File: config.mk
export PLATFORM = sky130hd
export DESIGN_NAME = idd_core
export DESIGN_NICKNAME = d
export VERILOG_FILES = /design/src/idd_pkg.sv /design/src/idd_alu_step.sv /design/src/idd_mem_rmw.sv /design/src/idd_core.sv
export VERILOG_INCLUDE_DIRS = /design/src /design/src/src
export SDC_FILE = /design/constraint.sdc
export NUM_CORES = 1
export LEC_CHECK = 0
export ABC_AREA = 1
export BUFFER_PORTS_ARGS = -buffer_cell sky130_fd_sc_hd__buf_2
export CAP_MARGIN = 20
export CORE_ASPECT_RATIO = 0.7
export CORE_MARGIN = 4
export CORE_UTILIZATION = 45
export DETAILED_ROUTE_END_ITERATION = 10
export PLACE_DENSITY = 0.69
export RECOVER_POWER = 50
export SLEW_MARGIN = 20
export SYNTH_ARGS = -nofsm -noshare
export SYNTH_HDL_FRONTEND = slang
export SYNTH_SLANG_ARGS = --single-unit
File: constraint.sdc
create_clock -name mclk -period 9.6 [get_ports mclk]
set_input_delay 0.48 -clock mclk [delete_from_list [all_inputs] [get_ports mclk]]
set_output_delay 0.48 -clock mclk [all_outputs]
set_load 0.02 [all_outputs]
File: src/idd_consts.svh
// constants for the increment, decrement and divide-step block
`ifndef IDD_CONSTS_SVH
`define IDD_CONSTS_SVH
`define IDD_WORD_W    16
`define IDD_ACC_W     32
`define IDD_SEL_W     3
`define IDD_SHORT_W   6
`define IDD_N_ACC     2
`define IDD_N_XIN     3
`define IDD_N_PTR     5
`define IDD_SP_IDX    3'h4
`define IDD_ONE       16'h0001
`define IDD_LOW_ZERO  16'h0000
`define IDD_SHORT_PAD 10'h000
`define IDD_DIV_BITS  5'h10
`define IDD_CNT_W     5
`define IDD_CNT_ONE   5'h01
`endif

File: src/idd_pkg.sv
// shared types for the increment, decrement and divide-step block
`include "idd_consts.svh"
package idd_pkg;
  typedef enum logic [2:0] {OP_NOP, OP_INCREMENT_WORD, OP_DECREMENT_WORD, OP_LEA_INC, OP_LEA_DEC,
    OP_TEST_WORD_AND_DECREMENT_DEC, OP_TEST_WORD_AND_DECREMENT_ACC, OP_DIV} idd_op_t;
  typedef enum logic [1:0] {DST_ACC, DST_XIN, DST_PTR, DST_MEM} idd_dst_t;
  typedef enum logic [1:0] {AM_SHORT, AM_ABS, AM_STACK} idd_am_t;
  typedef enum logic [1:0] {ALU_INC, ALU_DEC, ALU_TST, ALU_DIV} idd_alu_t;
  typedef struct packed {
    logic                      valid;
    idd_op_t                   op;
    idd_dst_t                  dst;
    idd_am_t                   am;
    logic [`IDD_SEL_W-1:0]     sel;
    logic [`IDD_WORD_W-1:0]    operand;
  } idd_instr_t;
  typedef struct packed {
    logic c;
    logic v;
    logic z;
    logic n;
  } idd_flags_t;
  typedef struct packed {
    logic                   rd;
    logic                   wr;
    logic [`IDD_WORD_W-1:0] addr;
    logic [`IDD_WORD_W-1:0] wdata;
  } idd_xreq_t;
  typedef struct packed {
    logic [`IDD_N_ACC-1:0][`IDD_ACC_W-1:0]  acc;
    logic [`IDD_N_XIN-1:0][`IDD_WORD_W-1:0] xin;
    logic [`IDD_N_PTR-1:0][`IDD_WORD_W-1:0] ptr;
  } idd_regs_t;
endpackage

File: src/idd_alu_step.sv
// word add/subtract, test and one non-restoring divide step
`timescale 1ns/1ps
`include "idd_consts.svh"
module idd_alu_step
  import idd_pkg::*;
(
  input idd_pkg::idd_alu_t        op,
  logic [`IDD_ACC_W-1:0]          opa,
  logic [`IDD_WORD_W-1:0]         divisor,
  logic                           c_in,
  output logic [`IDD_ACC_W-1:0]   res,
  output idd_pkg::idd_flags_t     flags
);
  logic [`IDD_ACC_W:0]    sum;
  logic [`IDD_ACC_W-1:0]  shl;
  logic [`IDD_WORD_W:0]   up;
  logic                   qbit;

  // --------------------------------------------------------------
  // datapath
  // --------------------------------------------------------------
  // word operands sit in the upper half, so one adder serves increment and decrement at both widths
  always_comb
  begin
    sum   = '0;
    shl   = {opa[`IDD_ACC_W-2:0], c_in};
    up    = '0;
    qbit  = 1'b0;
    res   = opa;
    flags = '0;
    case (op)
      ALU_INC:
      begin
        sum   = {1'b0, opa} + {1'b0, `IDD_ONE, `IDD_LOW_ZERO};
        res   = sum[`IDD_ACC_W-1:0];
        flags.c = sum[`IDD_ACC_W];
        flags.v = ~opa[`IDD_ACC_W-1] & res[`IDD_ACC_W-1];
      end
      ALU_DEC:
      begin
        sum   = {1'b0, opa} - {1'b0, `IDD_ONE, `IDD_LOW_ZERO};
        res   = sum[`IDD_ACC_W-1:0];
        flags.c = sum[`IDD_ACC_W];
        flags.v = opa[`IDD_ACC_W-1] & ~res[`IDD_ACC_W-1];
      end
      ALU_DIV:
      begin
        // add when signs differ, else subtract; carry is the quotient bit
        if (opa[`IDD_ACC_W-1] ^ divisor[`IDD_WORD_W-1])
          up = {1'b0, shl[`IDD_ACC_W-1:`IDD_WORD_W]} + {1'b0, divisor};
        else
          up = {1'b0, shl[`IDD_ACC_W-1:`IDD_WORD_W]} - {1'b0, divisor};
        qbit    = ~(up[`IDD_WORD_W-1] ^ divisor[`IDD_WORD_W-1]);
        res     = {up[`IDD_WORD_W-1:0], shl[`IDD_WORD_W-1:0]};
        flags.c = qbit;
      end
      default: res = opa; // test leaves value and clears carry
    endcase
    flags.z = (res == '0);
    flags.n = res[`IDD_ACC_W-1];
  end
endmodule

File: src/idd_mem_rmw.sv
// read-modify-write sequencer for one x data memory word
`timescale 1ns/1ps
`include "idd_consts.svh"
module idd_mem_rmw
  import idd_pkg::*;
(
  input logic                    mclk,
  logic                          sys_rst,
  logic                          start,
  logic [`IDD_WORD_W-1:0]        addr,
  logic [`IDD_WORD_W-1:0]        wdata,
  logic                          rvalid,
  output logic                   load,
  output logic                   writing,
  output idd_pkg::idd_xreq_t     xreq_r
);
  typedef enum logic [1:0] {RM_IDLE, RM_READ, RM_WAIT, RM_WRITE} idd_rm_t;
  idd_rm_t    st_r;
  idd_rm_t    st_nxt;
  idd_xreq_t  xreq_nxt;

  // --------------------------------------------------------------
  // sequencer
  // --------------------------------------------------------------
  // address is held from the read to the write, so the word
  // written back is always the word that was read
  always_comb
  begin
    st_nxt   = st_r;
    xreq_nxt = xreq_r;
    xreq_nxt.rd = 1'b0;
    xreq_nxt.wr = 1'b0;
    load     = 1'b0;
    writing  = (st_r == RM_WRITE);
    case (st_r)
      RM_IDLE:
        if (start)
        begin
          st_nxt        = RM_READ;
          xreq_nxt.rd   = 1'b1;
          xreq_nxt.addr = addr;
        end
      RM_READ:  st_nxt = RM_WAIT;
      RM_WAIT:
        if (rvalid)
        begin
          load           = 1'b1;
          st_nxt         = RM_WRITE;
          xreq_nxt.wr    = 1'b1; // RULE14
          xreq_nxt.wdata = wdata;
        end
      default:  st_nxt = RM_IDLE;
    endcase
  end

  // state registers
  always_ff @(posedge mclk)
  begin
    if (sys_rst)
    begin
      st_r   <= RM_IDLE;
      xreq_r <= '0;
    end
    else
    begin
      st_r   <= st_nxt;
      xreq_r <= xreq_nxt;
    end
  end
endmodule

File: src/idd_core.sv
// increment/decrement executor with divide-step support
// Function
// RULE1: increment_word adds one in place to an accumulator or an input register.
// RULE2: decrement_word subtracts one in place from an accumulator or input register.
// RULE3: load_effective_address post-increments or -decrements r0-r3 or sp.
// RULE4: test_word_and_decrement on a pointer decrements it and sets flags.
// RULE5: pointer updates by those two forms never stall the pipeline.
// RULE6: no test-and-decrement form increments a pointer or touches sp.
// RULE7: short addressing reaches the lowest 64 words of x memory.
// RULE8: absolute addressing reaches the whole 64k-word x memory.
// RULE9: memory increment supports a signed offset from the stack pointer.
// RULE10: the divide step takes a 16-bit divisor against a 32-bit dividend.
// RULE11: the divide step yields at most 16 quotient bits per sequence.
// RULE12: a word test on an accumulator always clears carry.
// RULE13: software clears carry before the first divide step.
// RULE14: memory increment and decrement write back to the address read.
`timescale 1ns/1ps
`include "idd_consts.svh"
module idd_core
  import idd_pkg::*;
(
  input logic                    mclk,
  logic                          sys_rst,
  idd_pkg::idd_instr_t           instr,
  logic [`IDD_WORD_W-1:0]        xm_rdata,
  logic                          xm_rvalid,
  output logic                   ready_r,
  output logic                   done_r,
  output logic                   ill_r,
  output logic                   div_over_r,
  output idd_pkg::idd_flags_t    sr_r,
  output idd_pkg::idd_regs_t     regs_r,
  output idd_pkg::idd_xreq_t     xm_req
);
  import idd_pkg::*;

  logic [`IDD_CNT_W-1:0]   div_cnt_r;
  logic [`IDD_CNT_W-1:0]   div_cnt_nxt;
  logic                    ready_nxt;
  logic                    done_nxt;
  logic                    ill_nxt;
  logic                    div_over_nxt;
  idd_flags_t              sr_nxt;
  idd_regs_t               regs_nxt;
  logic                    accept;
  logic                    legal;
  logic                    mem_start;
  logic [`IDD_WORD_W-1:0]  mem_addr;
  logic                    mem_load;
  logic                    mem_writing;
  idd_alu_t                alu_op;
  logic [`IDD_ACC_W-1:0]   alu_a;
  logic [`IDD_ACC_W-1:0]   alu_res;
  idd_flags_t              alu_flags;
  logic [`IDD_WORD_W-1:0]  divisor;
  logic                    mem_dec_r;
  logic                    mem_dec_nxt;
  logic [`IDD_WORD_W-1:0]  rd_addr_r;

  assign accept = instr.valid & ready_r;

  // --------------------------------------------------------------
  // decode
  // --------------------------------------------------------------
  // legality: selectors in range, pointer forms only on pointers
  always_comb
  begin
    legal = 1'b0;
    case (instr.op)
      OP_INCREMENT_WORD, OP_DECREMENT_WORD:
        case (instr.dst)
          DST_ACC: legal = (instr.sel < `IDD_N_ACC);
          DST_XIN: legal = (instr.sel < `IDD_N_XIN);
          DST_MEM: legal = 1'b1;
          default: legal = 1'b0;
        endcase
      OP_LEA_INC, OP_LEA_DEC:
        legal = (instr.dst == DST_PTR) && (instr.sel < `IDD_N_PTR); // RULE3
      OP_TEST_WORD_AND_DECREMENT_DEC: // no sp form and no increment form exists
        legal = (instr.dst == DST_PTR) && (instr.sel < `IDD_SP_IDX); // RULE6
      OP_TEST_WORD_AND_DECREMENT_ACC, OP_DIV:
        legal = (instr.sel < `IDD_N_ACC);
      default: legal = 1'b1;
    endcase
  end

  // effective address of a memory operand
  always_comb
  begin
    case (instr.am)
      AM_SHORT: // RULE7
        mem_addr = {`IDD_SHORT_PAD, instr.operand[`IDD_SHORT_W-1:0]};
      AM_STACK: // signed offset wraps in 16 bits
        mem_addr = 16'(regs_r.ptr[`IDD_SP_IDX] + instr.operand); // RULE9
      default:
        mem_addr = instr.operand; // RULE8
    endcase
  end

  assign mem_start = accept && legal && (instr.dst == DST_MEM) &&
                     (instr.op == OP_INCREMENT_WORD || instr.op == OP_DECREMENT_WORD);

  // --------------------------------------------------------------
  // arithmetic
  // --------------------------------------------------------------
  // divisor is the low input register index held in the operand field
  assign divisor = regs_r.xin[instr.operand[1:0]]; // RULE10

  // operand mux; 16-bit values ride in the upper half of the adder
  always_comb
  begin
    alu_op = ALU_TST;
    alu_a  = '0;
    if (mem_load)
    begin
      alu_op = mem_dec_r ? ALU_DEC : ALU_INC;
      alu_a  = {xm_rdata, `IDD_LOW_ZERO};
    end
    else
    begin
      case (instr.op)
        OP_INCREMENT_WORD, OP_LEA_INC: alu_op = ALU_INC;
        OP_DECREMENT_WORD, OP_LEA_DEC, OP_TEST_WORD_AND_DECREMENT_DEC: alu_op = ALU_DEC;
        OP_DIV:  alu_op = ALU_DIV;
        default: alu_op = ALU_TST;
      endcase
      case (instr.dst)
        DST_ACC: alu_a = regs_r.acc[instr.sel[0]];
        DST_XIN: alu_a = {regs_r.xin[instr.sel[1:0]], `IDD_LOW_ZERO};
        DST_PTR: alu_a = {regs_r.ptr[instr.sel], `IDD_LOW_ZERO};
        default: alu_a = '0;
      endcase
      if (instr.op == OP_TEST_WORD_AND_DECREMENT_ACC || instr.op == OP_DIV)
        alu_a = regs_r.acc[instr.sel[0]];
    end
  end

  idd_alu_step u_alu
  (
    .op      (alu_op),
    .opa     (alu_a),
    .divisor (divisor),
    .c_in    (sr_r.c), // RULE13
    .res     (alu_res),
    .flags   (alu_flags)
  );

  idd_mem_rmw u_rmw
  (
    .mclk    (mclk),
    .sys_rst (sys_rst),
    .start   (mem_start),
    .addr    (mem_addr),
    .wdata   (alu_res[`IDD_ACC_W-1:`IDD_WORD_W]),
    .rvalid  (xm_rvalid),
    .load    (mem_load),
    .writing (mem_writing),
    .xreq_r  (xm_req)
  );

  // --------------------------------------------------------------
  // execute
  // --------------------------------------------------------------
  // register ops retire in one cycle; memory ops hold ready low through
  // the write-back cycle so nothing slips between read and write
  always_comb
  begin
    regs_nxt     = regs_r;
    sr_nxt       = sr_r;
    div_cnt_nxt  = div_cnt_r;
    div_over_nxt = div_over_r;
    mem_dec_nxt  = mem_dec_r;
    ready_nxt    = ready_r;
    done_nxt     = 1'b0;
    ill_nxt      = 1'b0;
    if (mem_load)
      sr_nxt = alu_flags;
    if (mem_writing)
    begin
      ready_nxt = 1'b1; // RULE14
      done_nxt  = 1'b1;
    end
    if (accept && !legal)
      ill_nxt = 1'b1; // RULE6
    else if (mem_start)
    begin
      ready_nxt   = 1'b0;
      mem_dec_nxt = (instr.op == OP_DECREMENT_WORD);
    end
    else if (accept)
    begin
      done_nxt = (instr.op != OP_NOP);
      case (instr.op)
        OP_INCREMENT_WORD, OP_DECREMENT_WORD:
        begin
          sr_nxt = alu_flags;
          if (instr.dst == DST_ACC)
            regs_nxt.acc[instr.sel[0]] = alu_res; // RULE1 RULE2
          else
            regs_nxt.xin[instr.sel[1:0]] =
              alu_res[`IDD_ACC_W-1:`IDD_WORD_W]; // RULE1 RULE2
        end
        OP_LEA_INC, OP_LEA_DEC: // flags untouched
          regs_nxt.ptr[instr.sel] =
            alu_res[`IDD_ACC_W-1:`IDD_WORD_W]; // RULE3 RULE5
        OP_TEST_WORD_AND_DECREMENT_DEC:
        begin
          regs_nxt.ptr[instr.sel] =
            alu_res[`IDD_ACC_W-1:`IDD_WORD_W]; // RULE4 RULE5
          sr_nxt = alu_flags; // RULE4
        end
        OP_TEST_WORD_AND_DECREMENT_ACC:
        begin
          sr_nxt       = alu_flags; // RULE12
          sr_nxt.c     = 1'b0; // RULE12
          div_cnt_nxt  = '0;
          div_over_nxt = 1'b0;
        end
        OP_DIV:
          // a step beyond the sixteenth is refused and flagged
          if (div_cnt_r == `IDD_DIV_BITS)
          begin
            div_over_nxt = 1'b1; // RULE11
            ill_nxt      = 1'b1;
            done_nxt     = 1'b0;
          end
          else
          begin
            regs_nxt.acc[instr.sel[0]] = alu_res; // RULE10
            sr_nxt.c    = alu_flags.c;
            div_cnt_nxt = `IDD_CNT_W'(div_cnt_r + `IDD_CNT_ONE); // RULE11
          end
        default: done_nxt = 1'b0;
      endcase
    end
  end

  // state registers
  always_ff @(posedge mclk)
  begin
    if (sys_rst)
    begin
      regs_r     <= '0;
      sr_r       <= '0;
      div_cnt_r  <= '0;
      div_over_r <= 1'b0;
      mem_dec_r  <= 1'b0;
      ready_r    <= 1'b1;
      done_r     <= 1'b0;
      ill_r      <= 1'b0;
    end
    else
    begin
      regs_r     <= regs_nxt;
      sr_r       <= sr_nxt;
      div_cnt_r  <= div_cnt_nxt;
      div_over_r <= div_over_nxt;
      mem_dec_r  <= mem_dec_nxt;
      ready_r    <= ready_nxt;
      done_r     <= done_nxt;
      ill_r      <= ill_nxt;
    end
  end

  // last read address, only for checking the write-back
  always_ff @(posedge mclk)
  begin
    if (sys_rst)
      rd_addr_r <= '0;
    else if (xm_req.rd)
      rd_addr_r <= xm_req.addr;
  end

  // --------------------------------------------------------------
  // checks
  // --------------------------------------------------------------
  AST_INC_ACC: assert property (@(posedge mclk) disable iff (sys_rst) // RULE1
    accept && legal && instr.op == OP_INCREMENT_WORD && instr.dst == DST_ACC |=>
    regs_r.acc[$past(instr.sel[0])] ==
    $past(regs_r.acc[instr.sel[0]]) + {`IDD_ONE, `IDD_LOW_ZERO})
    else $error("accumulator increment wrong");

  AST_DEC_XIN: assert property (@(posedge mclk) disable iff (sys_rst) // RULE2
    accept && legal && instr.op == OP_DECREMENT_WORD && instr.dst == DST_XIN |=>
    regs_r.xin[$past(instr.sel[1:0])] ==
    $past(regs_r.xin[instr.sel[1:0]]) - `IDD_ONE)
    else $error("input register decrement wrong");

  AST_LEA_PTR: assert property (@(posedge mclk) disable iff (sys_rst) // RULE3
    accept && legal && instr.op == OP_LEA_INC |=>
    regs_r.ptr[$past(instr.sel)] == $past(regs_r.ptr[instr.sel]) + `IDD_ONE
    && $stable(sr_r))
    else $error("pointer post-increment wrong");

  AST_TEST_WORD_AND_DECREMENT_PTR: assert property (@(posedge mclk) disable iff (sys_rst) // RULE4
    accept && legal && instr.op == OP_TEST_WORD_AND_DECREMENT_DEC |=>
    sr_r.z == (regs_r.ptr[$past(instr.sel)] == '0) &&
    regs_r.ptr[$past(instr.sel)] == $past(regs_r.ptr[instr.sel]) - `IDD_ONE)
    else $error("test and decrement wrong");

  AST_NO_STALL: assert property (@(posedge mclk) disable iff (sys_rst) // RULE5
    accept && (instr.op == OP_LEA_INC || instr.op == OP_LEA_DEC ||
    instr.op == OP_TEST_WORD_AND_DECREMENT_DEC) |=> ready_r)
    else $error("pointer update stalled");

  AST_NO_SP_TEST_WORD_AND_DECREMENT: assert property (@(posedge mclk) // RULE6
    disable iff (sys_rst)
    accept && instr.op == OP_TEST_WORD_AND_DECREMENT_DEC && instr.sel == `IDD_SP_IDX |=>
    ill_r && $stable(regs_r.ptr[`IDD_SP_IDX]))
    else $error("stack pointer test and decrement accepted");

  AST_SHORT_ADDR: assert property (@(posedge mclk) // RULE7
    disable iff (sys_rst)
    mem_start && instr.am == AM_SHORT |=>
    xm_req.rd && xm_req.addr[`IDD_WORD_W-1:`IDD_SHORT_W] == '0)
    else $error("short address out of range");

  AST_DIV_LIMIT: assert property (@(posedge mclk) // RULE11
    disable iff (sys_rst)
    div_cnt_r == `IDD_DIV_BITS && accept && legal && instr.op == OP_DIV |=>
    div_over_r && $stable(div_cnt_r))
    else $error("seventeenth divide step taken");

  AST_TST_CARRY: assert property (@(posedge mclk) // RULE12
    disable iff (sys_rst)
    accept && legal && instr.op == OP_TEST_WORD_AND_DECREMENT_ACC |=> !sr_r.c && div_cnt_r == '0)
    else $error("word test left carry set");

  AST_RMW_ADDR: assert property (@(posedge mclk) // RULE14
    disable iff (sys_rst)
    xm_req.wr |-> xm_req.addr == rd_addr_r && !ready_r ##1 ready_r)
    else $error("write-back address differs from read");
endmodule

==> out/results.ini <==
[status]
status=complete, but fails checks
violations=capacitance limit, slew limit

[clock_network]
cts-root-buf=clkbuf_16
hold_buffers=0
cts_tree=yes
cts_resized=0
numCtsBuffers=25
htreeDepth=1
clk_pin_slew_ns=0.07
cts_setup_buffers=0
cts.path.max_buffers=3
insertion_delay_ns=0.56
cts.sinks=242

[timing]
drv_slew=32
finalSetupTns_ns=0
finalHoldViolCount=0
period_needed_ns=6.432
setup_viol=0
timing.slew.headroom_pct=-12.52
skew_ns=0.02189
max_freq_mhz=155.5
worst_slew_pin_slew_ns=1.688
fin_crit_sh_pct=67.00
timing.hold.ws_ns=0.2164
rsz0062_at_grt=no

[placement]
place.gp.congestion=1.048
port_buffers=279
dp_hpwl_mm=46.53

[layout]
syn_to_final_growth_pct=12.99
diodes=0
drive_above_1_share_pct=8.790
num-nets-final=2552

[worst_setup_path]
crit_top_cell=nand2_1
endpoint_kind=flip-flop
rr_worst_depth=29
slowest_delay_ns=1.21
crit_slowest_cell=clkbuf_1
critPathRequiredTime_ns=10.09
criticalPathCategory=flip-flop to flip-flop
crit_arrival_ns=6.92
crit_path_max_fanout=31
worstSetupStartpointType=flip-flop

[synthesis]
avgSynthCellArea_um2=6.542
syn_area_um2=14800
synth.top_cell.area_share_pct=32.74
yosysWarnings=0
synthTopCellsByArea=dfxtp_1 33%, nand2_1 12%, a21oi_1 9.4%, o21ai_0 8.9%, inv_1 5.7%
yosys.area.top_type=dfxtp_1
synth_seq_area_share_pct=32.74
ys_types=57
synth_nets=2350
synth-seq-cells=242
syn_inst=2262

[pwr]
peakVddDrop_v=0.0001841
p_leak_uw=0.007394
p_per_area_nw_per_um2=176.9

[routing]
vias=16840
drt_iter0_markers=2023
vias_per_cell=5.793
drc_errors=0
wl_per_cell_um=21.34
antenna_left=0
first_pass_iters=6
wl_mm=62.04

[global_route]
grt.overflow.total=0
grt_start_max_net_pins=125
grt_pass1_wl_mm=91.43
grt_pass1_vias=14770
gr-usage-all-layers_pct=32.50
antenna_found_initial=2

[die]
ios=280
num_rows=55
die_area_um2=35900
initial_core_util_pct=45.75
dieHeight_um=159.7
core_um2=32340
fp.dieW_um=224.7

[min_path]
min_path_cells=3
hp-class=input port to flip-flop

[run]
drv_cap=1

cell families (layout without fill, tap and decap cells):
family	Yosys count	in the layout	share of synthesized area, %
simple gates	905	905	26.38
buf+inv	383	601	11.08
fa+ha+maj	42	42	3.653
xor+xnor	21	21	1.243
flops	242	242	32.74
mux	2	2	0.1353
compound gates	667	667	24.77
where the power goes:
group | total (uW) | switching [uW] | internal (uW)
sequential | 1070 | 31.1 | 1040
clock | 945 | 443 | 502
combinational | 942 | 717 | 224
critical path: cells and delay by family, from the launching register on:
| family | cells | cell delay [ns] |
|---|---|---|
| buffers and inverters | 6 | 1.80 |
| xor gates and xnor gates | 2 | 0.38 |
| DFF | 1 | 0.34 |
| adders and majority gates | 2 | 0.53 |
| AOI/OAI and AO/OA | 5 | 0.89 |
| and+or+nand+nor | 14 | 2.42 |
sequential cells by signal, indices dropped and copies added (netlist names), 2 cells and up:
| register | flops |
|---|---|
| div_cnt_r | 5 |
| regs_r | 192 |
| sr_r | 4 |
| u_rmw.st_r | 2 |
| u_rmw.xreq_r | 34 |
cell usage in the layout (no fill, tap or decap), drive strengths merged, types with 16 or more instances in the layout:
master / n
nor3: 26
nand2: 490
buf: 67
a211oi: 17
ha: 40
inv: 254
nor2: 237
nand3: 110
dfxtp: 242
o21ai: 290
xor2: 16
o211ai: 22
a21oi: 288
clkbuf: 263
clkinv: 16
cell type report:
class | instances | area, um^2
clock buffers | 29 | 670.6
flip-flops and latches | 242 | 4845
clock inverters | 14 | 83.83
fillers | 3462 | 15620
multi-input cells | 1637 | 8338
well taps | 427 | 534.3
inverters | 257 | 982.2
repair buffers | 301 | 1266
Yosys cell counts (all sizes together):
library cell    n
a211oi         17
a21o            2
a21oi         288
a221oi          1
a22oi           2
a311oi          1
a31oi           6
and2            1
and3            2
buf            57
clkbuf         69
clkinv          4
dfxtp         242
fa              2
ha             40
inv           253
mux2i           2
nand2         490
nand3         110
nand3b          3
nand4          15
nor2          237
nor3           26
nor4            6
o2111ai         2
o211ai         22
o21a            7
o21ai         290
o21bai          5
o221ai          3
o22ai          15
o311ai          1
o31ai           5
or2            15
xnor2           5
xor2           16
worst paths after layout:
kind	endpoint	start	slack, ns
hold reg to reg	u_rmw.xreq_r[0]$_SDFFE_PP0P_	u_rmw.xreq_r[0]$_SDFFE_PP0P_	0.47
setup reg to reg	sr_r[1]$_SDFF_PP0_	u_rmw.st_r[0]$_SDFFE_PP0P_	3.17
hold / removal	ill_r$_SDFF_PP0_	instr[26]	0.22
setup / recovery	sr_r[1]$_SDFF_PP0_	u_rmw.st_r[0]$_SDFFE_PP0P_	3.17
per-stage QoR:
| step | total power, uW | std cells | setup WS, ns | cell area, um^2 | utilization [%] |
|---|---|---|---|---|---|
| floorplan | 1702 | 2262 | 5.377 | 14800 | - |
| global placement | 2006 | 2864 | 3.822 | 16260 | 50.28 |
| detailed placement | 2011 | 2864 | 3.684 | 16260 | 50.28 |
| CTS | 2943 | 2907 | 4.220 | 17020 | 52.62 |
| global route | 3072 | 2907 | 2.842 | 16720 | 51.69 |
| finish | 2959 | 2907 | 3.168 | 16720 | 51.69 |
metal layers:
| layer | part of all wire [%] | routed length [um] | GRT usage, % |
|---|---|---|---|
| met4 | 2.5 | 1541 | 7.125 |
| met3 | 13 | 8006 | 8.030 |
| met5 | 0.021 | 13 | 0 |
| met1 | 44 | 27520 | 49.28 |
| met2 | 40 | 24960 | 46.38 |
(Power assumes the default switching activity.)
